===== src/inc/dtpg_pkg.sv =====
// package with register map, field layout and timing constants of the timers
// Notes on behaviour
// [RULE1] timer a 16 bits, all zero at reset
// [RULE2] five clocks, slow default, fast needs enables
// [RULE3] optional divide by ten for on counter
// [RULE4] run start: interrupt, load both counters
// [RULE5] zero toggles phase, alternate shadow reloads
// [RULE6] out a high in high phase, b inverse
// [RULE7] clock mode outputs half clock in high
// [RULE8] cycle end: interrupt, reload counters, shadows
// [RULE9] new reloads reach shadows at cycle end
// [RULE10] interrupt also raised at timer start
// [RULE11] disabled timer reset, reload registers kept
// [RULE12] reads return live counters, not registers
// [RULE13] freeze bit stops counting until cleared
// [RULE14] timer b 14 bits, divided system clock
// [RULE15] period counter reloads, sets outputs high
// [RULE16] duty counter compares, cleared at zero period
// [RULE17] three outputs, duty zero to full
// [RULE18] software keeps duty not above period
// [RULE19] radio activity freezes duty, forces low
// [RULE20] clearing auto pause keeps duty constant
// [RULE21] reloads and compares on terminal edge
package dtpg_pkg;
  localparam int unsigned TA_W = 16;
  localparam int unsigned TB_W = 14;
  localparam int unsigned DIV10_N = 10;
  localparam logic [7:0] A_CTRL = 8'h00;
  localparam logic [7:0] A_ON = 8'h04;
  localparam logic [7:0] A_HIGH = 8'h08;
  localparam logic [7:0] A_LOW = 8'h0c;
  localparam logic [7:0] A_FRZ_SET = 8'h10;
  localparam logic [7:0] A_FRZ_CLR = 8'h14;
  localparam logic [7:0] A_CLK = 8'h18;
  localparam logic [7:0] A_B_CTRL = 8'h1c;
  localparam logic [7:0] A_B_PER = 8'h20;
  localparam logic [7:0] A_B_DUTY0 = 8'h24;
  localparam logic [7:0] A_STAT = 8'h30;
  // timer a control bits
  localparam int unsigned C_RUN = 0;
  localparam int unsigned C_FAST = 1;
  localparam int unsigned C_DIV10 = 2;
  localparam int unsigned C_CLKMODE = 3;
  // clock register bits
  localparam int unsigned K_EN = 0;
  localparam int unsigned K_DIV = 1;
  // timer b control bits
  localparam int unsigned B_EN = 0;
  localparam int unsigned B_HWP = 1;
  localparam int unsigned B_SWP = 2;
  localparam logic [1:0] RESP_OK = 2'h0;
  localparam logic [1:0] RESP_ERR = 2'h2;
  // last member is bit zero, so run sits at bit C_RUN
  typedef struct packed {
    logic clkmode;
    logic div10;
    logic fast;
    logic run;
  } dtpg_actrl_t;
endpackage : dtpg_pkg


===== src/dtpg_top.sv =====
// timer pair with axi4-lite register slave
//
// Local design decisions: the AXI4-Lite slave port and the placing of the registers.
`timescale 1ns/1ps
`default_nettype none
module dtpg_top #(
  parameter int unsigned SLOW_DIV = 500
) (
  input  wire logic        aclk,
  input  wire logic        aresetn,
  input  wire logic [7:0]  s_axi_awaddr,
  input  wire logic        s_axi_awvalid,
  output var  logic        s_axi_awready,
  input  wire logic [31:0] s_axi_wdata,
  input  wire logic [3:0]  s_axi_wstrb,
  input  wire logic        s_axi_wvalid,
  output var  logic        s_axi_wready,
  output var  logic [1:0]  s_axi_bresp,
  output var  logic        s_axi_bvalid,
  input  wire logic        s_axi_bready,
  input  wire logic [7:0]  s_axi_araddr,
  input  wire logic        s_axi_arvalid,
  output var  logic        s_axi_arready,
  output var  logic [31:0] s_axi_rdata,
  output var  logic [1:0]  s_axi_rresp,
  output var  logic        s_axi_rvalid,
  input  wire logic        s_axi_rready,
  input  wire logic        radio_tx_active,
  input  wire logic        radio_rx_active,
  output var  logic        wave_out_a,
  output var  logic        wave_out_a_inverted,
  output var  logic        timer_a_interrupt,
  output var  logic        wave_out_b0,
  output var  logic        wave_out_b1,
  output var  logic        wave_out_b2
);
  localparam int unsigned AW = dtpg_pkg::TA_W;
  localparam int unsigned BW = dtpg_pkg::TB_W;

  // register state
  dtpg_pkg::dtpg_actrl_t ctrl_q;
  logic [AW-1:0] on_reload_q, high_reload_q, low_reload_q;
  logic          freeze_q;
  logic [2:0]    clk_q;        // enable, divider select
  logic [2:0]    bctrl_q;
  logic [BW-1:0] period_q;
  logic [BW-1:0] duty_q [3];

  // axi handshake state
  logic        aw_hold_q, w_hold_q;
  logic [7:0]  awaddr_q;
  logic [31:0] wdata_q;
  logic [3:0]  wstrb_q;

  // bus write capture; address and data taken in either order
  wire aw_take = s_axi_awvalid & s_axi_awready;
  wire w_take  = s_axi_wvalid & s_axi_wready;
  wire wr_go   = aw_hold_q & w_hold_q & ~s_axi_bvalid;
  wire [7:0] wa = awaddr_q;
  wire rd_take = s_axi_arvalid & s_axi_arready;

  always_ff @(posedge aclk) begin
    if (!aresetn) begin
      aw_hold_q <= 1'b0;
      w_hold_q  <= 1'b0;
      awaddr_q  <= 8'h00;
      wdata_q   <= 32'h0000_0000;
      wstrb_q   <= 4'h0;
    end else begin
      if (aw_take) begin
        aw_hold_q <= 1'b1;
        awaddr_q  <= s_axi_awaddr;
      end else if (wr_go) aw_hold_q <= 1'b0;
      if (w_take) begin
        w_hold_q <= 1'b1;
        wdata_q  <= s_axi_wdata;
        wstrb_q  <= s_axi_wstrb;
      end else if (wr_go) w_hold_q <= 1'b0;
    end
  end

  // address decode of the held write, answered with okay or error
  wire wr_hit = (wa == dtpg_pkg::A_CTRL) | (wa == dtpg_pkg::A_ON)
              | (wa == dtpg_pkg::A_HIGH) | (wa == dtpg_pkg::A_LOW)
              | (wa == dtpg_pkg::A_FRZ_SET) | (wa == dtpg_pkg::A_FRZ_CLR)
              | (wa == dtpg_pkg::A_CLK) | (wa == dtpg_pkg::A_B_CTRL)
              | (wa == dtpg_pkg::A_B_PER) | (wa == dtpg_pkg::A_B_DUTY0)
              | (wa == dtpg_pkg::A_B_DUTY0 + 8'h04)
              | (wa == dtpg_pkg::A_B_DUTY0 + 8'h08);

  // ready while the holding slot is free and no write response is pending
  always_ff @(posedge aclk) begin
    if (!aresetn) begin
      s_axi_awready <= 1'b0;
      s_axi_wready  <= 1'b0;
      s_axi_bvalid  <= 1'b0;
      s_axi_bresp   <= dtpg_pkg::RESP_OK;
    end else begin
      s_axi_awready <= ~aw_hold_q & ~aw_take & ~s_axi_bvalid;
      s_axi_wready  <= ~w_hold_q & ~w_take & ~s_axi_bvalid;
      if (wr_go) begin
        s_axi_bvalid <= 1'b1;
        s_axi_bresp  <= wr_hit ? dtpg_pkg::RESP_OK : dtpg_pkg::RESP_ERR;
      end else if (s_axi_bready) s_axi_bvalid <= 1'b0;
    end
  end

  // byte lanes masked by the strobes taken with the data
  wire [31:0] wd = wdata_q & {{8{wstrb_q[3]}}, {8{wstrb_q[2]}},
                              {8{wstrb_q[1]}}, {8{wstrb_q[0]}}};

  // software registers; reload registers survive a stopped timer
  always_ff @(posedge aclk) begin
    if (!aresetn) begin
      ctrl_q        <= '0;
      on_reload_q   <= '0;  // RULE1
      high_reload_q <= '0;
      low_reload_q  <= '0;
      freeze_q      <= 1'b0;
      clk_q         <= 3'h0;
      bctrl_q       <= 3'h4;
      period_q      <= '0;
    end else if (wr_go) begin
      unique case (wa)
        dtpg_pkg::A_CTRL:    ctrl_q <= wd[3:0];
        dtpg_pkg::A_ON:      on_reload_q <= wd[AW-1:0];
        dtpg_pkg::A_HIGH:    high_reload_q <= wd[AW-1:0];
        dtpg_pkg::A_LOW:     low_reload_q <= wd[AW-1:0];
        dtpg_pkg::A_FRZ_SET: if (wd[0]) freeze_q <= 1'b1;  // RULE13
        dtpg_pkg::A_FRZ_CLR: if (wd[0]) freeze_q <= 1'b0;  // RULE13
        dtpg_pkg::A_CLK:     clk_q <= wd[2:0];
        dtpg_pkg::A_B_CTRL:  bctrl_q <= wd[2:0];
        dtpg_pkg::A_B_PER:   period_q <= wd[BW-1:0];
        default: ;
      endcase
    end
  end

  // duty registers, one per timer b output
  for (genvar i = 0; i < 3; i++) begin : g_duty
    localparam logic [7:0] OFS = dtpg_pkg::A_B_DUTY0 + 8'(4*i);
    always_ff @(posedge aclk) begin
      if (!aresetn) duty_q[i] <= '0;
      else if (wr_go && wa == OFS) duty_q[i] <= wd[BW-1:0];
    end
  end

  // timer a clock tick: fast divided clock or slow tick every SLOW_DIV clocks
  logic [8:0]  pre_q;
  logic [15:0] slow_q;
  logic [3:0]  d10_q;
  wire fast_on = ctrl_q.fast & clk_q[dtpg_pkg::K_EN];  // RULE2
  wire [1:0] dsel = clk_q[2:1];
  // 200 MHz scaled to 16/8/4/2 MHz equivalents by prescale of 12.5 -> 12
  wire fast_tick = (pre_q[3:0] == 4'hb) &
                   (dsel == 2'h0 | (dsel == 2'h1 & pre_q[4])
                  | (dsel == 2'h2 & pre_q[5:4] == 2'h3)
                  | (dsel == 2'h3 & pre_q[6:4] == 3'h7));
  wire slow_tick = (slow_q == 16'(SLOW_DIV - 1));
  wire a_tick = fast_on ? fast_tick : slow_tick;  // RULE2
  wire run = ctrl_q.run;
  wire step = a_tick & ~freeze_q;  // RULE13
  wire on_step = step & (~ctrl_q.div10 | d10_q == 4'(dtpg_pkg::DIV10_N-1));

  always_ff @(posedge aclk) begin
    if (!aresetn) begin
      pre_q  <= '0;
      slow_q <= '0;
    end else begin
      pre_q  <= (pre_q[3:0] == 4'hb) ? {pre_q[8:4] + 5'h1, 4'h0}
                                     : pre_q + 9'h1;
      slow_q <= slow_tick ? 16'h0 : slow_q + 16'h1;
    end
  end

  // timer a counters and phase
  logic [AW-1:0] main_q, on_q, sh_high_q, sh_low_q;
  logic          phase_q, started_q, irq_q, half_q;
  wire main_zero = (main_q == '0);
  wire on_zero   = (on_q == '0);
  wire cycle_end = main_zero & on_zero & ~phase_q;  // RULE8

  always_ff @(posedge aclk) begin
    if (!aresetn || !run) begin  // RULE11
      main_q <= '0; on_q <= '0; sh_high_q <= '0; sh_low_q <= '0;
      phase_q <= 1'b0; started_q <= 1'b0; irq_q <= 1'b0;
      d10_q <= '0; half_q <= 1'b0;
    end else begin
      irq_q <= 1'b0;
      if (step) half_q <= ~half_q;  // RULE7
      if (step && ctrl_q.div10)
        d10_q <= (d10_q == 4'(dtpg_pkg::DIV10_N-1)) ? 4'h0 : d10_q + 4'h1;  // RULE3
      if (!started_q || (step && cycle_end)) begin
        started_q <= 1'b1;
        irq_q     <= 1'b1;  // RULE4 RULE10
        main_q    <= high_reload_q;
        sh_high_q <= high_reload_q;  // RULE9
        sh_low_q  <= low_reload_q;
        on_q      <= on_reload_q;
        phase_q   <= 1'b1;
      end else if (step) begin
        if (main_zero) begin
          phase_q <= ~phase_q;  // RULE5 RULE21
          main_q  <= phase_q ? sh_low_q : sh_high_q;
        end else main_q <= main_q - 16'h1;
        if (on_step && !on_zero) on_q <= on_q - 16'h1;
      end
    end
  end

  // timer a outputs from flops
  wire a_level = phase_q & (~ctrl_q.clkmode | half_q);  // RULE6 RULE7
  always_ff @(posedge aclk) begin
    if (!aresetn) begin
      wave_out_a          <= 1'b0;
      wave_out_a_inverted <= 1'b1;
      timer_a_interrupt   <= 1'b0;
    end else begin
      wave_out_a          <= a_level;
      wave_out_a_inverted <= ~a_level;  // RULE6
      timer_a_interrupt   <= irq_q;
    end
  end

  // timer b: system clock divided by 1, 2, 4 or 8
  logic [2:0]    bdiv_q;
  logic [BW-1:0] pcnt_q, dcnt_q;
  logic [2:0]    bout_q;
  wire b_en  = bctrl_q[dtpg_pkg::B_EN];  // RULE14
  wire b_tick = (dsel == 2'h0) | (dsel == 2'h1 & bdiv_q[0])
              | (dsel == 2'h2 & bdiv_q[1:0] == 2'h3)
              | (dsel == 2'h3 & bdiv_q == 3'h7);
  wire pause = bctrl_q[dtpg_pkg::B_HWP] & bctrl_q[dtpg_pkg::B_SWP]
             & (radio_tx_active | radio_rx_active);  // RULE19 RULE20
  wire p_zero = (pcnt_q == '0);

  always_ff @(posedge aclk) begin
    if (!aresetn || !b_en) begin
      bdiv_q <= '0; pcnt_q <= '0; dcnt_q <= '0; bout_q <= '0;
    end else begin
      bdiv_q <= bdiv_q + 3'h1;
      if (b_tick) begin
        pcnt_q <= p_zero ? period_q : pcnt_q - 14'h1;  // RULE15 RULE21
        if (period_q == '0) dcnt_q <= '0;  // RULE16
        else if (p_zero) dcnt_q <= '0;
        else if (!pause) dcnt_q <= dcnt_q + 14'h1;  // RULE19
        for (int i = 0; i < 3; i++) begin
          if (p_zero) bout_q[i] <= (duty_q[i] != '0);  // RULE15 RULE17
          else if (!pause && duty_q[i] != period_q  // full duty never falls
                   && dcnt_q + 14'h1 == duty_q[i])
            bout_q[i] <= 1'b0;  // RULE16 RULE18
        end
      end
    end
  end

  always_ff @(posedge aclk) begin
    if (!aresetn) begin
      wave_out_b0 <= 1'b0; wave_out_b1 <= 1'b0; wave_out_b2 <= 1'b0;
    end else begin
      wave_out_b0 <= bout_q[0] & ~pause;  // RULE19
      wave_out_b1 <= bout_q[1] & ~pause;
      wave_out_b2 <= bout_q[2] & ~pause;
    end
  end

  // read path returns live counters at reload addresses
  logic [31:0] rmux;
  always_comb begin
    rmux = 32'h0;
    unique case (s_axi_araddr)
      dtpg_pkg::A_CTRL:   rmux = {28'h0, ctrl_q};
      dtpg_pkg::A_ON:     rmux = {16'h0, on_q};  // RULE12
      dtpg_pkg::A_HIGH,
      dtpg_pkg::A_LOW:    rmux = {16'h0, main_q};  // RULE12
      dtpg_pkg::A_CLK:    rmux = {29'h0, clk_q};
      dtpg_pkg::A_B_CTRL: rmux = {29'h0, bctrl_q};
      dtpg_pkg::A_B_PER:  rmux = {18'h0, period_q};
      dtpg_pkg::A_B_DUTY0: rmux = {18'h0, duty_q[0]};
      dtpg_pkg::A_STAT:   rmux = {26'h0, freeze_q, pause, phase_q,
                                  bout_q};
      default: rmux = 32'h0;
    endcase
  end
  wire rd_hit = (s_axi_araddr <= dtpg_pkg::A_STAT)
              & (s_axi_araddr[1:0] == 2'h0);

  always_ff @(posedge aclk) begin
    if (!aresetn) begin
      s_axi_arready <= 1'b0;
      s_axi_rvalid  <= 1'b0;
      s_axi_rdata   <= 32'h0;
      s_axi_rresp   <= dtpg_pkg::RESP_OK;
    end else begin
      s_axi_arready <= ~s_axi_rvalid & ~rd_take;
      if (rd_take) begin
        s_axi_rvalid <= 1'b1;
        s_axi_rdata  <= rmux;
        s_axi_rresp  <= rd_hit ? dtpg_pkg::RESP_OK : dtpg_pkg::RESP_ERR;
      end else if (s_axi_rready) s_axi_rvalid <= 1'b0;
    end
  end

  chk_inverse_pair: assert property (@(posedge aclk) disable iff (!aresetn)
    ##1 wave_out_a_inverted == ~wave_out_a) else $error("pair not inverse"); // RULE6
  chk_start_irq: assert property (@(posedge aclk) disable iff (!aresetn)
    $rose(run) |-> ##2 timer_a_interrupt) else $error("no start irq"); // RULE10
  chk_freeze_hold: assert property (@(posedge aclk) disable iff (!aresetn)
    freeze_q && started_q && run |=> $stable(main_q))
    else $error("frozen counter moved"); // RULE13
  chk_stop_clear: assert property (@(posedge aclk) disable iff (!aresetn)
    !run |=> main_q == '0 && on_q == '0) else $error("stop not clear"); // RULE11
  chk_pause_low: assert property (@(posedge aclk) disable iff (!aresetn)
    pause |=> !wave_out_b0 && !wave_out_b1) else $error("pause not low"); // RULE19
  chk_zero_period: assert property (@(posedge aclk) disable iff (!aresetn)
    b_en && period_q == '0 && b_tick |=> dcnt_q == '0)
    else $error("duty counter not clear"); // RULE16
  chk_phase_flip: assert property (@(posedge aclk) disable iff (!aresetn)
    step && started_q && main_zero && !cycle_end && run
    |=> phase_q != $past(phase_q)) else $error("phase stuck"); // RULE5
  chk_b_disable: assert property (@(posedge aclk) disable iff (!aresetn)
    !b_en |=> ##1 !wave_out_b2) else $error("b out while off"); // RULE14
endmodule : dtpg_top
`default_nettype wire


===== config.mk =====
export PLATFORM = sky130hd
export DESIGN_NAME = dtpg_top
export DESIGN_NICKNAME = d
export VERILOG_FILES = /design/src/inc/dtpg_pkg.sv /design/src/dtpg_top.sv
export SDC_FILE = /design/constraint.sdc
export NUM_CORES = 1
export LEC_CHECK = 0
export BUFFER_PORTS_ARGS = -buffer_cell sky130_fd_sc_hd__buf_2
export CAP_MARGIN = 10
export CORE_UTILIZATION = 40
export CTS_CLUSTER_DIAMETER = 30
export DETAILED_ROUTE_END_ITERATION = 12
export PLACE_DENSITY = 0.58
export SYNTH_ARGS = -nofsm -noshare
export SYNTH_HDL_FRONTEND = slang
export SYNTH_SLANG_ARGS = --single-unit

===== constraint.sdc =====
create_clock -name aclk -period 4.5 [get_ports aclk]
set_input_delay 1.35 -clock aclk [delete_from_list [all_inputs] [get_ports aclk]]
set_output_delay 1.35 -clock aclk [all_outputs]
set_load 0.03 [all_outputs]

## Yosys cells after proc, flatten, opt, wreduce, memory -nomap -nowiden

Memories as Yosys holds them, arrays and structs flattened.
Cells that the tools add are included.

- Register bits after elaboration: 279
- RAM bits: 42
- Input bits: 61
- Output and inout port bits: 47
- Word-level logic and storage cells: 275
- Memories: 1

Memory list:

| memory | depth | width | read ports | clocked after Yosys merged registers in | wr ports | line | source |
|---|---|---|---|---|---|---|---|
| duty_q | 3 | 14 | 3 | 0 | 3 | dtpg_top.sv:47 | `logic [BW-1:0] duty_q [3];` |

- Add/sub/neg operators: 9
- $lt $le $gt $ge: 1
- Eq/ne operators: 38
- Multiplexer cells: 50
- Bitwise gates (word level): 68
- Reductions and logical operators: 60

Operator list:

| cell | count |
|---|---|
| case mux 16 bit (8 select lines) | 1 |
| 2-to-1 mux 16 bit | 7 |
| 2-to-1 mux 14 bit | 7 |
| == test 8 x 6 -> 1 bit, second input constant | 7 |
| == test 8 x 5 -> 1 bit, second input constant | 6 |
| == test 14 bit | 3 |
| inequality test 14 bit | 3 |
| nonzero test 14 bit | 3 |
| == test 8 x 4 -> 1 bit, second input constant | 4 |
| zero test 16 bit | 2 |
| subtractor 16 x 1 -> 16 bit, second input constant | 2 |
| 2-to-1 mux 1 bit | 30 |
| bitwise AND 1 bit | 29 |
| zero test 14 bit | 2 |
| AND reduction 2 bit | 13 |
| OR 1 bit | 23 |
| nonzero test 2 bit | 11 |
| adder 16 x 1 -> 16 bit, second input constant | 1 |
| bitwise AND 16 bit | 1 |
| == test 16 x 9 -> 1 bit, second input constant | 1 |
| == test 8 x 3 -> 1 bit, second input constant | 2 |
| zero test 8 bit | 2 |
| inverter 1 bit | 15 |
| adder 14 x 1 -> 14 bit, second input constant | 1 |
| 22 further kinds | 50 |

## Depth between registers and ports, before layout

Gate-level depths: netlist of the first run.

- Word-level depth: 13
- Mapped depth: 12
- Mapped depth without buffers: 9

## Worst setup path before layout of the first run

Ideal clock, no wire load.

- Path type: input -> register
- Start: in s_axi_araddr[1]
- End: reg s_axi_rdata[13]
- Library setup time: 0.074 ns
- Arrival: 3.231 ns
- Required time: 4.426 ns
- Slack: 1.195 ns
- Stages on the path: 7
- Buffers on the path: 1
- Cell sequence: or4_1 > or3_1 > clkbuf_1 > nor3b_2 > a222oi_1 > a21boi_0 > o21ai_0

- Cells in the longest elaborated chain, start to end: 3
- Elaborated cells between the ends (all ways): 11
- Classes of those cells: eq/ne: 8; mux: 1; reduce/logical: 2

RTL lines:

| item | line | source |
|---|---|---|
| from (decl) | dtpg_top.sv:21 | `input wire logic [7:0] s_axi_araddr,` |
| == test 8 x 4 -> 1 bit | dtpg_top.sv:271 | `unique case (s_axi_araddr)` |
| OR reduction 2 bit | dtpg_top.sv:271 |  |
| case mux 16 bit (8 select lines) * | dtpg_top.sv:271 |  |
| to (signal assigned) | dtpg_top.sv:298 | `s_axi_rdata <= rmux;` |
| to (decl) | dtpg_top.sv:24 | `output var logic [31:0] s_axi_rdata,` |

Mark *: on every way between the ends. The rest lies on a longest branch, timed or not.
A chain may end at the register's enable or synchronous reset.

## Worst setup path in the final report of the first run

- Start: reg pre_q[4]
- End: reg on_q[1]

- Cells in the longest elaborated chain, start to end: 11
- Elaborated cells between the ends (all ways): 19
- Classes of those cells: eq/ne: 2; mux: 2; bitwise: 9; reduce/logical: 6

RTL lines:

| item | line | source |
|---|---|---|
| from (decl) | dtpg_top.sv:149 | `logic [8:0] pre_q;` |
| from (signal assigned) | dtpg_top.sv:167 | `pre_q <= '0;` |
| == test 2 bit or bitwise AND 1 bit (tied branches) | dtpg_top.sv:157, dtpg_top.sv:156 |  |
| bitwise AND 1 bit or OR 1 bit (tied branches) | dtpg_top.sv:157, dtpg_top.sv:156 |  |
| OR 1 bit | dtpg_top.sv:157 | `\| (dsel == 2'h2 & pre_q[5:4] == 2'h3)` |
| OR 1 bit * | dtpg_top.sv:158 | `\| (dsel == 2'h3 & pre_q[6:4] == 3'h7));` |
| bitwise AND 1 bit * | dtpg_top.sv:155 | `wire fast_tick = (pre_q[3:0] == 4'hb) &` |
| 2-to-1 mux 1 bit * | dtpg_top.sv:160 | `wire a_tick = fast_on ? fast_tick : slow_tick;` |
| bitwise AND 1 bit * | dtpg_top.sv:162 | `wire step = a_tick & ~freeze_q;` |
| bitwise AND 1 bit or logical AND 1 bit (tied branches) | dtpg_top.sv:163, dtpg_top.sv:193 |  |
| logical AND 1 bit or logical OR 1 bit (tied branches) | dtpg_top.sv:206, dtpg_top.sv:193 |  |
| nonzero test 2 bit (no line) | - |  |
| AND reduction 2 bit (no line) | - |  |
| to (signal assigned) | dtpg_top.sv:199 | `on_q <= on_reload_q;` |
| to (signal assigned) | dtpg_top.sv:206 | `if (on_step && !on_zero) on_q <= on_q - 16'h1;` |
| to (decl) | dtpg_top.sv:177 | `logic [AW-1:0] main_q, on_q, sh_high_q, sh_low_q;` |

Marks and branches as above.

==> run summary, run 1 <==
STATUS
-------------------------------------------------------------------------------------------------
Outcome ............................................................................ finished clean

CELLS AND AREA
-------------------------------------------------------------------------------------------------
Synthesis-to-finish area growth ....................................................        21.1%
Antenna diodes .....................................................................            0
Util after Layout ..................................................................        49.7%
Commonest cells after routing, fill and taps aside ................................. sky130_fd_sc_hd__dfxtp_1 (259), sky130_fd_sc_hd__nand2_1 (256), sky130_fd_sc_hd__nor2_1 (174), sky130_fd_sc_hd__a21oi_1 (124), sky130_fd_sc_hd__o21ai_0 (124)
Most common library cell in the layout ignoring fill and taps ...................... sky130_fd_sc_hd__dfxtp_1
Final net count ....................................................................         1883
Share of post-route cells with drive strength above 1 ..............................        12.4%

CTS
-------------------------------------------------------------------------------------------------
# H-tree levels ....................................................................            3
Clk Latency, worst-skew pair .......................................................      0.58 ns
Maximum number of buffers from clock root to sink ..................................            3
Hold Buf Count CTS .................................................................            0
# clock sinks ......................................................................          301
Clock root cell .................................................................... sky130_fd_sc_hd__clkbuf_16
Number of buffers created by CTS ...................................................           74
Clock tree from TritonCTS ..........................................................          yes
Post-cts gate resize count .........................................................            0
CTS clk-pin slew, worst paths ......................................................      0.04 ns
Number of setup buffers added after CTS ............................................            0

SYNTHESIS
-------------------------------------------------------------------------------------------------
Dominant cells by area after synthesis ............................................. sky130_fd_sc_hd__dfxtp_1 (35%), sky130_fd_sc_hd__edfxtp_1 (8.6%), sky130_fd_sc_hd__nand2_1 (6.5%), sky130_fd_sc_hd__xnor2_1 (6.0%), sky130_fd_sc_hd__nor2_1 (4.4%)
Simple-gate share of the synthesized area ..........................................        23.2%
Mapped cell area ...................................................................   0.0147 mm2
Combinational family with the most area after synthesis ............................ simple AND/OR/NAND/NOR gates
Share of synthesized cell area in full adder, half adder and majority cells ........       0.936%
Seq/Total Area, Yosys ..............................................................        43.9%
Number of synthesized flops with an enable pin .....................................           42
Dominant cell type by area after synthesis ......................................... sky130_fd_sc_hd__dfxtp_1
Xor/xnor share of the synthesized area .............................................        7.93%
Yosys synthesis warning count ......................................................            0
Share of the synthesized area in the top cell type .................................        35.3%
Number of synthesized register bits ................................................          301
Number of distinct library cell variants in the gate-level netlist after synthesis .           71
Multiplexer area fraction after synthesis ..........................................        2.69%
Fraction of the mapped netlist area in compound gates ..............................        16.3%
Post-synth top flop ................................................................ sky130_fd_sc_hd__dfxtp_1
Share of synthesized registers carrying an async set or reset ......................           0%
Post-Synthesis Cells ...............................................................         1762
Average size of a mapped cell ......................................................     8.34 um2

FLOORPLAN
-------------------------------------------------------------------------------------------------
Area of the core ...................................................................   0.0358 mm2
IO Count ...........................................................................          108
Die extent in x ....................................................................       194 um
DIE AREA ...........................................................................   0.0375 mm2
Die height .........................................................................       194 um
Initial Util .......................................................................        41.0%
Number of rows created at floorplan ................................................           69

STA
-------------------------------------------------------------------------------------------------
Top achievable clock speed .........................................................      278 MHz
Ratio of final minimum period to clock period ......................................        80.0%
RSZ-0062 raised after global routing ...............................................           no
Number of hold-slack violations in the final timing report .........................            0
Total of endpoints with negative setup slack in the final report ...................            0
Largest clock skew in the final design .............................................    0.0174 ns
Number of max-slew violations in the final report ..................................            0
Slew at the pin closest to its max-slew limit ......................................     0.994 ns
Relative slew margins ..............................................................        33.6%
Setup TNS ..........................................................................         0 ns
Tmin final .........................................................................      3.60 ns
Minimum setup slack in the final design ............................................     0.900 ns

WORST SETUP PATH
-------------------------------------------------------------------------------------------------
Startpoint type of the worst setup path ............................................    flip-flop
Worst Setup End Kind ...............................................................    flip-flop
Required arrival time at the worst endpoint ........................................      5.00 ns
Endpoint arrival time on the critical path .........................................      4.10 ns
Type of the worst setup path .......................................................   reg -> reg
Max Fanout on Critical Path ........................................................           30

PLACE
-------------------------------------------------------------------------------------------------
Post-placement setup slack .........................................................     0.707 ns
Global placement routability congestion ............................................        0.911
Buffers on Ports ...................................................................           71
Final HPWL DP ......................................................................      30.0 mm

GLOBAL ROUTING
-------------------------------------------------------------------------------------------------
GRT met3 Usage .....................................................................        5.03%
Met1 Use GR ........................................................................        30.4%
Met2 Resource Use GR ...............................................................        36.6%
GRT Total Usage ....................................................................        22.9%
Antenna violations before repair ...................................................            0
Largest net degree at the start of global routing ..................................           67
Vias in the first global route .....................................................        11900
Wire length of the first global-routing pass .......................................      67.4 mm
Overflow after GRT .................................................................            0
Most congested layer reported by global routing ....................................         met2

JOB
-------------------------------------------------------------------------------------------------
Max Cap Viol .......................................................................            0

PWR
-------------------------------------------------------------------------------------------------
Leakage dissipation ................................................................      6.47 nW
Total power divided by cell area ...................................................   474 mW/mm2
Peak VDD IR ........................................................................   0.000313 V

DRT
-------------------------------------------------------------------------------------------------
Number of remaining DRC errors .....................................................            0
Final ANT Viol Nets ................................................................            0
Total via count in the routed design ...............................................        12700
Post-detailed-route via-to-cell ratio ..............................................         5.44
DR WL/cell .........................................................................      18.6 um
Detailed Route WL ..................................................................      43.3 mm
Number of iterations in the first detailed-routing pass ............................            9
First-iteration detailed-routing DRC count .........................................         1062

WORST HOLD PATH
-------------------------------------------------------------------------------------------------
Worst min path class ...............................................................   reg -> reg

-- sequential cells by signal, summed over array words and instances, names as in the netlist, 4 cells and up --
signal,flops
pcnt_q,14
s_axi_rdata,16
low_reload_q,16
high_reload_q,16
wdata_q,16
sh_low_q,16
period_q,14
d10_q,4
pre_q,7
duty_q,42
sh_high_q,16
dcnt_q,14
main_q,16
on_q,16
on_reload_q,16
awaddr_q,8
slow_q,16
-- critical path, stage by stage, from the launching register on --
cell	delay (ns)
sky130_fd_sc_hd__dfxtp_1	0.35
sky130_fd_sc_hd__ha_1	0.25
sky130_fd_sc_hd__ha_1	0.18
sky130_fd_sc_hd__mux2i_1	0.13
sky130_fd_sc_hd__a211oi_1	0.12
sky130_fd_sc_hd__nand4b_1	0.30
sky130_fd_sc_hd__and2_1	0.74
sky130_fd_sc_hd__o21a_2	0.62
sky130_fd_sc_hd__buf_4	0.39
sky130_fd_sc_hd__nand2_2	0.21
sky130_fd_sc_hd__o21ai_0	0.22
-- worst paths after layout --
check | slack [ns] | cells past startpoint | to | startpoint
worst max-delay path | 0.90 | 10 | on_q[1] | pre_q[4]
worst min-delay path | 0.43 | 1 | timer_a_interrupt | irq_q
worst max register to register | 0.90 | 10 | on_q[1] | pre_q[4]
worst min register to register | 0.43 | 1 | timer_a_interrupt | irq_q
-- cells in the mapped netlist, types with 12 or more instances --
cell,instances
sky130_fd_sc_hd__dfxtp_1,259
sky130_fd_sc_hd__buf_4,21
sky130_fd_sc_hd__edfxtp_1,42
sky130_fd_sc_hd__nor3_1,37
sky130_fd_sc_hd__xnor2_1,100
sky130_fd_sc_hd__a21oi_1,124
sky130_fd_sc_hd__a31oi_1,13
sky130_fd_sc_hd__nand2_1,256
sky130_fd_sc_hd__clkbuf_1,102
sky130_fd_sc_hd__nor2_1,174
sky130_fd_sc_hd__and3_1,20
sky130_fd_sc_hd__xor2_1,33
sky130_fd_sc_hd__mux2i_1,35
sky130_fd_sc_hd__inv_1,23
sky130_fd_sc_hd__a21boi_0,40
sky130_fd_sc_hd__o22ai_1,14
sky130_fd_sc_hd__nand4_1,23
sky130_fd_sc_hd__or3_1,17
sky130_fd_sc_hd__nor2b_1,12
sky130_fd_sc_hd__and2_1,64
sky130_fd_sc_hd__nand3_1,37
sky130_fd_sc_hd__nor4_1,35
sky130_fd_sc_hd__o21ai_0,124
-- area by class of cell --
type / instances / area (um2)
multi-input combinational: 1317 / 7570
inverter: 25 / 93.8
sequential: 301 / 6450
timing repair buffer: 92 / 513
tap: 461 / 577
clock inverter: 31 / 399
clock buffer: 103 / 2200
fill: 3424 / 18000
-- per-layer routing --
layer  part of all wire, %  vias up  wire length, um
met5                     0        -                0
met4                   2.6        0             1150
met3                   6.3       89             2740
met2                    46      401            19700
met1                    45     5965            19600
li1                      -     6220                -
-- stage by stage --
stage                     total power, mW  hold WS (ns)  cell area (um2)  cells
after floorplan                      3.00         0.412            14800   1779
after CTS                            8.51         0.433            17800   2330
after global routing                 8.69         0.453            17800   2330
after detailed placement             3.06         0.420            15200   2196
after global placement               3.05         0.419            15200   2196
final                                8.44         0.429            17800   2330
-- cells by family after synthesis --
group	Yosys count
and+or+nand+nor	722
AOI/OAI and AO/OA	394
DFF	301
buffers and inverters	161
xor gates and xnor gates	133
muxes	39
adders and majority gates	11
other	1
-- report_power, final --
part | internal, mW | switching (mW) | total (mW)
Clock | 3.79 | 1.64 | 5.43
Combinational | 0.0686 | 0.130 | 0.198
Sequential | 2.77 | 0.0430 | 2.81
No activity file was read; power rests on OpenSTA's default activity.
==> run 2: changes to the inputs <==
PLACE_DENSITY = 0.6   (was 0.58)
clock period = 2.9 ns   (was 4.5 ns; I/O delays follow)
==> run 2 against run 1 <==
First-iteration DRC count increased by 3.5%; critical path depth decreased by 3; highest routed layer is now met5; clock power increased by 51%; die area unchanged; maximum frequency increased by 28%.
==> run summary, run 2 (synthesis gave the netlist of run 1 again) <==
PWR
-------------------------------------------------------------------------------
Switching share of total power ...................................        20.8%   was 21.4%
Share of total power in sequential cells .........................        33.9%   was 33.3%
Leakage dissipation ..............................................      6.72 nW   was 6.47 nW
Total power divided by cell area .................................   709 mW/mm2   was 474 mW/mm2
Share of total power in the clock network ........................        63.7%   was 64.3%
Part of the total power dissipated in combinational logic ........         2.4%   was 2.3%
Peak VDD IR ......................................................   0.000439 V   was 0.000313 V
Internal power component .........................................      10.2 mW   was 6.63 mW
Net switching power figure .......................................      2.68 mW   was 1.81 mW

STA
-------------------------------------------------------------------------------
Slew at the pin closest to its max-slew limit ....................     0.695 ns   was 0.994 ns
RSZ-0062 raised after global routing .............................          yes   was no
Number of max-slew violations in the final report ................            0   unchanged
Worst hold slack after final layout ..............................     0.433 ns   was 0.429 ns
Total of endpoints with negative setup slack in the final report .            0   unchanged
Setup TNS ........................................................         0 ns   unchanged
Relative slew margins ............................................        53.6%   was 33.6%
Tmin final .......................................................      2.81 ns   was 3.60 ns
Largest clock skew in the final design ...........................    0.0316 ns   was 0.0174 ns
Top achievable clock speed .......................................      356 MHz   was 278 MHz
Number of hold-slack violations in the final timing report .......            0   unchanged
Ratio of final minimum period to clock period ....................        96.9%   was 80.0%

CELLS AND AREA
-------------------------------------------------------------------------------
Commonest cells after routing, fill and taps aside ............... sky130_fd_sc_hd__dfxtp_1 (259), sky130_fd_sc_hd__nand2_1 (256), sky130_fd_sc_hd__nor2_1 (174), sky130_fd_sc_hd__a21oi_1 (124), sky130_fd_sc_hd__o21ai_0 (120)   was sky130_fd_sc_hd__dfxtp_1 (259), sky130_fd_sc_hd__nand2_1 (256), sky130_fd_sc_hd__nor2_1 (174), sky130_fd_sc_hd__a21oi_1 (124), sky130_fd_sc_hd__o21ai_0 (124)
Synthesis-to-finish area growth ..................................        23.7%   was 21.1%
Max reg flops ....................................................           42   unchanged
Antenna diodes ...................................................            0   unchanged
Most common library cell in the layout ignoring fill and taps .... sky130_fd_sc_hd__dfxtp_1   unchanged
Final net count ..................................................         1934   was 1883
Reg with most FFs ................................................       duty_q   unchanged
Share of post-route cells with drive strength above 1 ............        14.9%   was 12.4%

WORST SETUP PATH
-------------------------------------------------------------------------------
Worst Setup End Kind .............................................    flip-flop   unchanged
Cell mode on critical path ....................................... sky130_fd_sc_hd__or4_4   was sky130_fd_sc_hd__ha_1
Slowest cell on the critical path ................................ sky130_fd_sc_hd__or4_4   was sky130_fd_sc_hd__and2_1
Max Fanout on Critical Path ......................................           53   was 30
Startpoint type of the worst setup path ..........................    flip-flop   unchanged
Critical path cell sequence ...................................... or4_4 -> or4b_4 -> or4_4 -> o21a_2 -> buf_12 -> o21ai_0 -> a21oi_1   was ha_1 -> ha_1 -> mux2i_1 -> a211oi_1 -> nand4b_1 -> and2_1 -> o21a_2 -> buf_4 -> nand2_2 -> o21ai_0
Required arrival time at the worst endpoint ......................      3.32 ns   was 5.00 ns
Delay of the slowest cell on the worst path ......................      0.57 ns   was 0.74 ns
Type of the worst setup path .....................................   reg -> reg   unchanged
Endpoint arrival time on the critical path .......................      3.23 ns   was 4.10 ns

DRT
-------------------------------------------------------------------------------
Number of remaining DRC errors ...................................            0   unchanged
Number of iterations in the first detailed-routing pass ..........            8   was 9
First-iteration detailed-routing DRC count .......................         1099   was 1062
DR WL/cell .......................................................      18.3 um   was 18.6 um
Detailed Route WL ................................................      43.4 mm   was 43.3 mm
Total via count in the routed design .............................        12900   was 12700
Final ANT Viol Nets ..............................................            0   unchanged
Post-detailed-route via-to-cell ratio ............................         5.42   was 5.44

STATUS
-------------------------------------------------------------------------------
Outcome .......................................................... finished clean   unchanged

PLACE
-------------------------------------------------------------------------------
Global placement routability congestion ..........................        0.923   was 0.911
Buffers on Ports .................................................           71   unchanged
Final HPWL DP ....................................................      30.4 mm   was 30.0 mm

CTS
-------------------------------------------------------------------------------
CTS clk-pin slew, worst paths ....................................      0.04 ns   about the same
# clock sinks ....................................................          301   unchanged
Number of buffers created by CTS .................................           70   was 74
Clock tree from TritonCTS ........................................          yes   unchanged
Clk Latency, worst-skew pair .....................................      0.57 ns   was 0.58 ns
Maximum number of buffers from clock root to sink ................            3   unchanged
Clock root cell .................................................. sky130_fd_sc_hd__clkbuf_16   unchanged
# H-tree levels ..................................................            3   unchanged

FLOORPLAN
-------------------------------------------------------------------------------
DIE AREA .........................................................   0.0375 mm2   unchanged
Initial Util .....................................................        41.0%   unchanged
Die height .......................................................       194 um   unchanged
Area of the core .................................................   0.0358 mm2   unchanged
IO Count .........................................................          108   unchanged
Number of rows created at floorplan ..............................           69   unchanged
Die extent in x ..................................................       194 um   unchanged

WORST HOLD PATH
-------------------------------------------------------------------------------
Worst min path class .............................................   reg -> reg   unchanged

GLOBAL ROUTING
-------------------------------------------------------------------------------
Antenna violations before repair .................................            2   was 0
Wire length of the first global-routing pass .....................      68.2 mm   was 67.4 mm
Overflow after GRT ...............................................            0   unchanged
Largest net degree at the start of global routing ................           68   was 67
GRT Total Usage ..................................................        23.0%   was 22.9%
Vias in the first global route ...................................        12300   was 11900

JOB
-------------------------------------------------------------------------------
Max Cap Viol .....................................................            0   unchanged

[run 2: power groups by stage]
stage	registers [mW]	clock network [mW]	logic, mW
floorplan	4.42	0	0.232
global placement	4.44	0	0.307
detailed placement	4.44	0	0.311
CTS	4.36	8.33	0.312
global route	4.37	8.55	0.343
finish	4.37	8.21	0.312
[run 2: path summary, 6_finish.rpt]
| check | startpoint | endpoint | slack, ns | depth (start not counted) |
|---|---|---|---|---|
| max reg2reg | on_q[10] | main_q[10] | 0.09 | 7 |
| min reg2reg | pre_q[0] | pre_q[0] | 0.43 | 1 |
| max | on_q[10] | main_q[10] | 0.09 | 7 |
| min | pre_q[0] | pre_q[0] | 0.43 | 1 |
[run 2: repair_timing]
item / in CTS / in global routing
endpoints found under the setup margin: 0 / 16
buffers inserted: 0 / 2
resized for setup: 0 / 9
hold buffers: 0 / 0
[run 2: layout make-up]
type / count / area [um2]
repair buffers: 147 / 955
inverters: 25 / 93.8
clock inverters: 25 / 343
well taps: 461 / 577
flip-flops and latches: 301 / 6450
fillers: 3372 / 17600
multi-input cells: 1317 / 7580
clock buffers: 102 / 2180
[run 2: per-stage QoR]
stage                     setup WS [ns]  std cells  utilization [%]  power [mW]  instance area (um2)
after floorplan                  0.0747       1779                -        4.65                14800
after global placement           0.0697       2249             43.6        4.74                15600
after detailed placement        -0.0138       2249             43.6        4.75                15600
after CTS                        0.0719       2376             50.7        13.0                18100
after global routing            -0.0281       2378             50.7        13.3                18200
final                            0.0886       2378             50.7        12.9                18200
[run 2: worst max-delay path, delay by kind of cell (launching register included)]
| kind | cells | cell delay, ns |
|---|---|---|
| buffers and inverters | 1 | 0.19 |
| AO/OA/AOI/OAI | 3 | 0.50 |
| flip-flops | 1 | 0.31 |
| AND/OR/NAND/NOR | 3 | 1.65 |
[run 2: metal layers]
| layer | global-route usage [%] | up-vias | wire, um |
|---|---|---|---|
| met2 | 37.1 | 424 | 19800 |
| met3 | 4.23 | 99 | 2800 |
| met4 | 8.36 | 2 | 1270 |
| li1 | - | 6326 | - |
| met5 | 0 | - | 12 |
| met1 | 30.6 | 6034 | 19500 |
==> run 3: changes to the inputs <==
BUFFER_PORTS_ARGS = default   (was -buffer_cell sky130_fd_sc_hd__buf_2)
DONT_BUFFER_PORTS = 1   (was default)
PLACE_DENSITY = 0.65   (was 0.6)
clock period = 3.4 ns   (was 2.9 ns; I/O delays follow)
==> run 3 against run 2 <==
Flip-flop and latch count did not move; power decreased by 14%; sequential share of layout area up 1.3 points; register-to-register slack better by 0.23 ns; final area shrank 3.6%; worst hold slack improved by 0.0012 ns; final cell count is 4.5% lower; critical path depth is the same; worst setup slack improved by 0.23 ns; die area stayed put.
==> run summary, run 3 (synthesis gave the netlist of run 1 again) <==
PLACE
-------------------------------------------------------------------------------
Buffers on Ports .................................................            0   was 71
Global placement routability congestion ..........................        0.907   was 0.923
Final HPWL DP ....................................................      29.1 mm   was 30.4 mm

STA
-------------------------------------------------------------------------------
Tmin final .......................................................      3.08 ns   was 2.81 ns
Number of hold-slack violations in the final timing report .......            0   unchanged
Setup TNS ........................................................         0 ns   unchanged
RSZ-0062 raised after global routing .............................           no   was yes
Ratio of final minimum period to clock period ....................        90.6%   was 96.9%
Number of max-slew violations in the final report ................            0   unchanged
Total of endpoints with negative setup slack in the final report .            0   unchanged
Relative slew margins ............................................        40.4%   was 53.6%
Largest clock skew in the final design ...........................    0.0530 ns   was 0.0316 ns
Top achievable clock speed .......................................      325 MHz   was 356 MHz
Slew at the pin closest to its max-slew limit ....................     0.891 ns   was 0.695 ns

CTS
-------------------------------------------------------------------------------
Post-cts gate resize count .......................................            0   unchanged
Number of buffers created by CTS .................................           72   was 70
Number of setup buffers added after CTS ..........................            0   unchanged
Clock tree from TritonCTS ........................................          yes   unchanged
Maximum number of buffers from clock root to sink ................            3   unchanged
Hold Buf Count CTS ...............................................            0   unchanged
# clock sinks ....................................................          301   unchanged
Clock root cell .................................................. sky130_fd_sc_hd__clkbuf_16   unchanged
CTS clk-pin slew, worst paths ....................................      0.05 ns   was 0.04 ns
Clk Latency, worst-skew pair .....................................      0.60 ns   was 0.57 ns
# H-tree levels ..................................................            3   unchanged

GLOBAL ROUTING
-------------------------------------------------------------------------------
Wire length of the first global-routing pass .....................      67.1 mm   was 68.2 mm
Overflow after GRT ...............................................            0   unchanged
Largest net degree at the start of global routing ................          115   was 68
GRT Total Usage ..................................................        22.7%   was 23.0%
Antenna violations before repair .................................            1   was 2
Vias in the first global route ...................................        12200   was 12300

FLOORPLAN
-------------------------------------------------------------------------------
DIE AREA .........................................................   0.0375 mm2   unchanged
Die height .......................................................       194 um   unchanged
Number of rows created at floorplan ..............................           69   unchanged
Die extent in x ..................................................       194 um   unchanged
Area of the core .................................................   0.0358 mm2   unchanged
Initial Util .....................................................        41.0%   unchanged
IO Count .........................................................          108   unchanged

CELLS AND AREA
-------------------------------------------------------------------------------
Util after Layout ................................................        48.9%   was 50.7%
Most common library cell in the layout ignoring fill and taps .... sky130_fd_sc_hd__dfxtp_1   unchanged
Reg with most FFs ................................................       duty_q   unchanged
Synthesis-to-finish area growth ..................................        19.3%   was 23.7%
Number of inserted filler cells in the final layout ..............         3331   was 3372
Final net count ..................................................         1822   was 1934
Max reg flops ....................................................           42   unchanged
Commonest cells after routing, fill and taps aside ............... sky130_fd_sc_hd__dfxtp_1 (259), sky130_fd_sc_hd__nand2_1 (256), sky130_fd_sc_hd__nor2_1 (174), sky130_fd_sc_hd__a21oi_1 (124), sky130_fd_sc_hd__o21ai_0 (124)   was sky130_fd_sc_hd__dfxtp_1 (259), sky130_fd_sc_hd__nand2_1 (256), sky130_fd_sc_hd__nor2_1 (174), sky130_fd_sc_hd__a21oi_1 (124), sky130_fd_sc_hd__o21ai_0 (120)
Share of post-route cells with drive strength above 1 ............        9.35%   was 14.9%

DRT
-------------------------------------------------------------------------------
First-iteration detailed-routing DRC count .......................          927   was 1099
Number of iterations in the first detailed-routing pass ..........            7   was 8
Post-detailed-route via-to-cell ratio ............................         5.57   was 5.42
DR WL/cell .......................................................      18.7 um   was 18.3 um
Final ANT Viol Nets ..............................................            0   unchanged
Number of remaining DRC errors ...................................            0   unchanged
Detailed Route WL ................................................      42.6 mm   was 43.4 mm
Total via count in the routed design .............................        12600   was 12900

JOB
-------------------------------------------------------------------------------
Max Cap Viol .....................................................            0   unchanged

WORST SETUP PATH
-------------------------------------------------------------------------------
Critical path cell sequence ...................................... or4_4 -> or4b_1 -> or4_4 -> o21a_2 -> buf_4 -> nand2_2 -> o22ai_1   was or4_4 -> or4b_4 -> or4_4 -> o21a_2 -> buf_12 -> o21ai_0 -> a21oi_1
Start point of the critical path .................................     on_q[10]   unchanged
Endpoint arrival time on the critical path .......................      3.53 ns   was 3.23 ns
Max Fanout on Critical Path ......................................           53   unchanged
Delay of the slowest cell on the worst path ......................      0.59 ns   was 0.57 ns
Type of the worst setup path .....................................   reg -> reg   unchanged
Worst Setup End Kind .............................................    flip-flop   unchanged
Startpoint type of the worst setup path ..........................    flip-flop   unchanged
Required arrival time at the worst endpoint ......................      3.85 ns   was 3.32 ns
Cell mode on critical path ....................................... sky130_fd_sc_hd__or4_4   unchanged
Launching point of the worst reg2reg path ........................     on_q[10]   unchanged
Slowest cell on the critical path ................................ sky130_fd_sc_hd__or4_4   unchanged

STATUS
-------------------------------------------------------------------------------
Outcome .......................................................... finished clean   unchanged

WORST HOLD PATH
-------------------------------------------------------------------------------
Hold path startpoint .............................................        irq_q   was pre_q[0]
Worst min path class .............................................   reg -> reg   unchanged

PWR
-------------------------------------------------------------------------------
Total power divided by cell area .................................   632 mW/mm2   was 709 mW/mm2
Leakage dissipation ..............................................      6.20 nW   was 6.72 nW
Peak VDD IR ......................................................   0.000386 V   was 0.000439 V

run 3: changes by cell type in the layout (fill, tap and decap cells not counted), moves of 2 or more:
cell,delta
sky130_fd_sc_hd__buf_2,-71
sky130_fd_sc_hd__buf_4,-41
sky130_fd_sc_hd__clkbuf_1,+3
sky130_fd_sc_hd__clkbuf_16,-3
sky130_fd_sc_hd__clkbuf_8,-4
sky130_fd_sc_hd__clkinv_16,+2
sky130_fd_sc_hd__clkinvlp_4,+2
sky130_fd_sc_hd__inv_16,+4
sky130_fd_sc_hd__o21ai_0,+4
sky130_fd_sc_hd__o21ai_1,-4
run 3: metal layers:
| metal | vias to the layer above | part of all wire, % | wire length (um) | track usage [%] |
|---|---|---|---|---|
| met1 | 5941 | 44 | 18600 | 30.2 |
| li1 | 6114 | - | - | - |
| met3 | 89 | 9.1 | 3860 | 5.98 |
| met2 | 503 | 44 | 18800 | 34.5 |
| met4 | 0 | 3.1 | 1330 | 9.81 |
| met5 | - | 0 | 0 | 0.255 |
run 3: cell type report:
type / instances / area (um2) / share of cell area, %
antenna: 1 / 2.50 / 0.0143
tap: 461 / 577 / 3.29
clock inverter: 34 / 519 / 2.96
timing repair buffer: 33 / 260 / 1.48
clock buffer: 98 / 2060 / 11.8
sequential: 301 / 6450 / 36.8
inverter: 25 / 93.8 / 0.535
multi-input combinational: 1317 / 7570 / 43.2
run 3: where the power goes:
group / total, mW / switching, mW / leakage [nW] / internal (mW)
registers: 3.73 / 0.0692 / 2.52 / 3.66
logic: 0.193 / 0.123 / 2.43 / 0.0707
clock network: 7.16 / 2.26 / 1.25 / 4.90
run 3: path summary, 6_finish.rpt:
check	to	slack, ns	cells after the start
worst min register to register	timer_a_interrupt	0.43	1
worst min-delay path	timer_a_interrupt	0.43	1
worst max register to register	main_q[15]	0.32	7
worst max-delay path	main_q[15]	0.32	7
run 3: through the flow:
stage	setup slack, ns	cells	hold slack, ns	power [mW]	cell area [um2]
floorplan	0.425	1779	0.412	3.97	14800
finish	0.320	2270	0.434	11.1	17500
detailed placement	0.350	2136	0.431	3.99	14900
global placement	0.364	2136	0.426	3.98	14900
global route	0.130	2269	0.450	11.4	17500
CTS	0.327	2268	0.441	11.2	17500
run 3: critical path: cells and delay by family, from the launching register on:
family	cells	cell delay, ns
buf+inv	1	0.28
flops	1	0.36
compound gates	2	0.35
simple gates	4	1.93
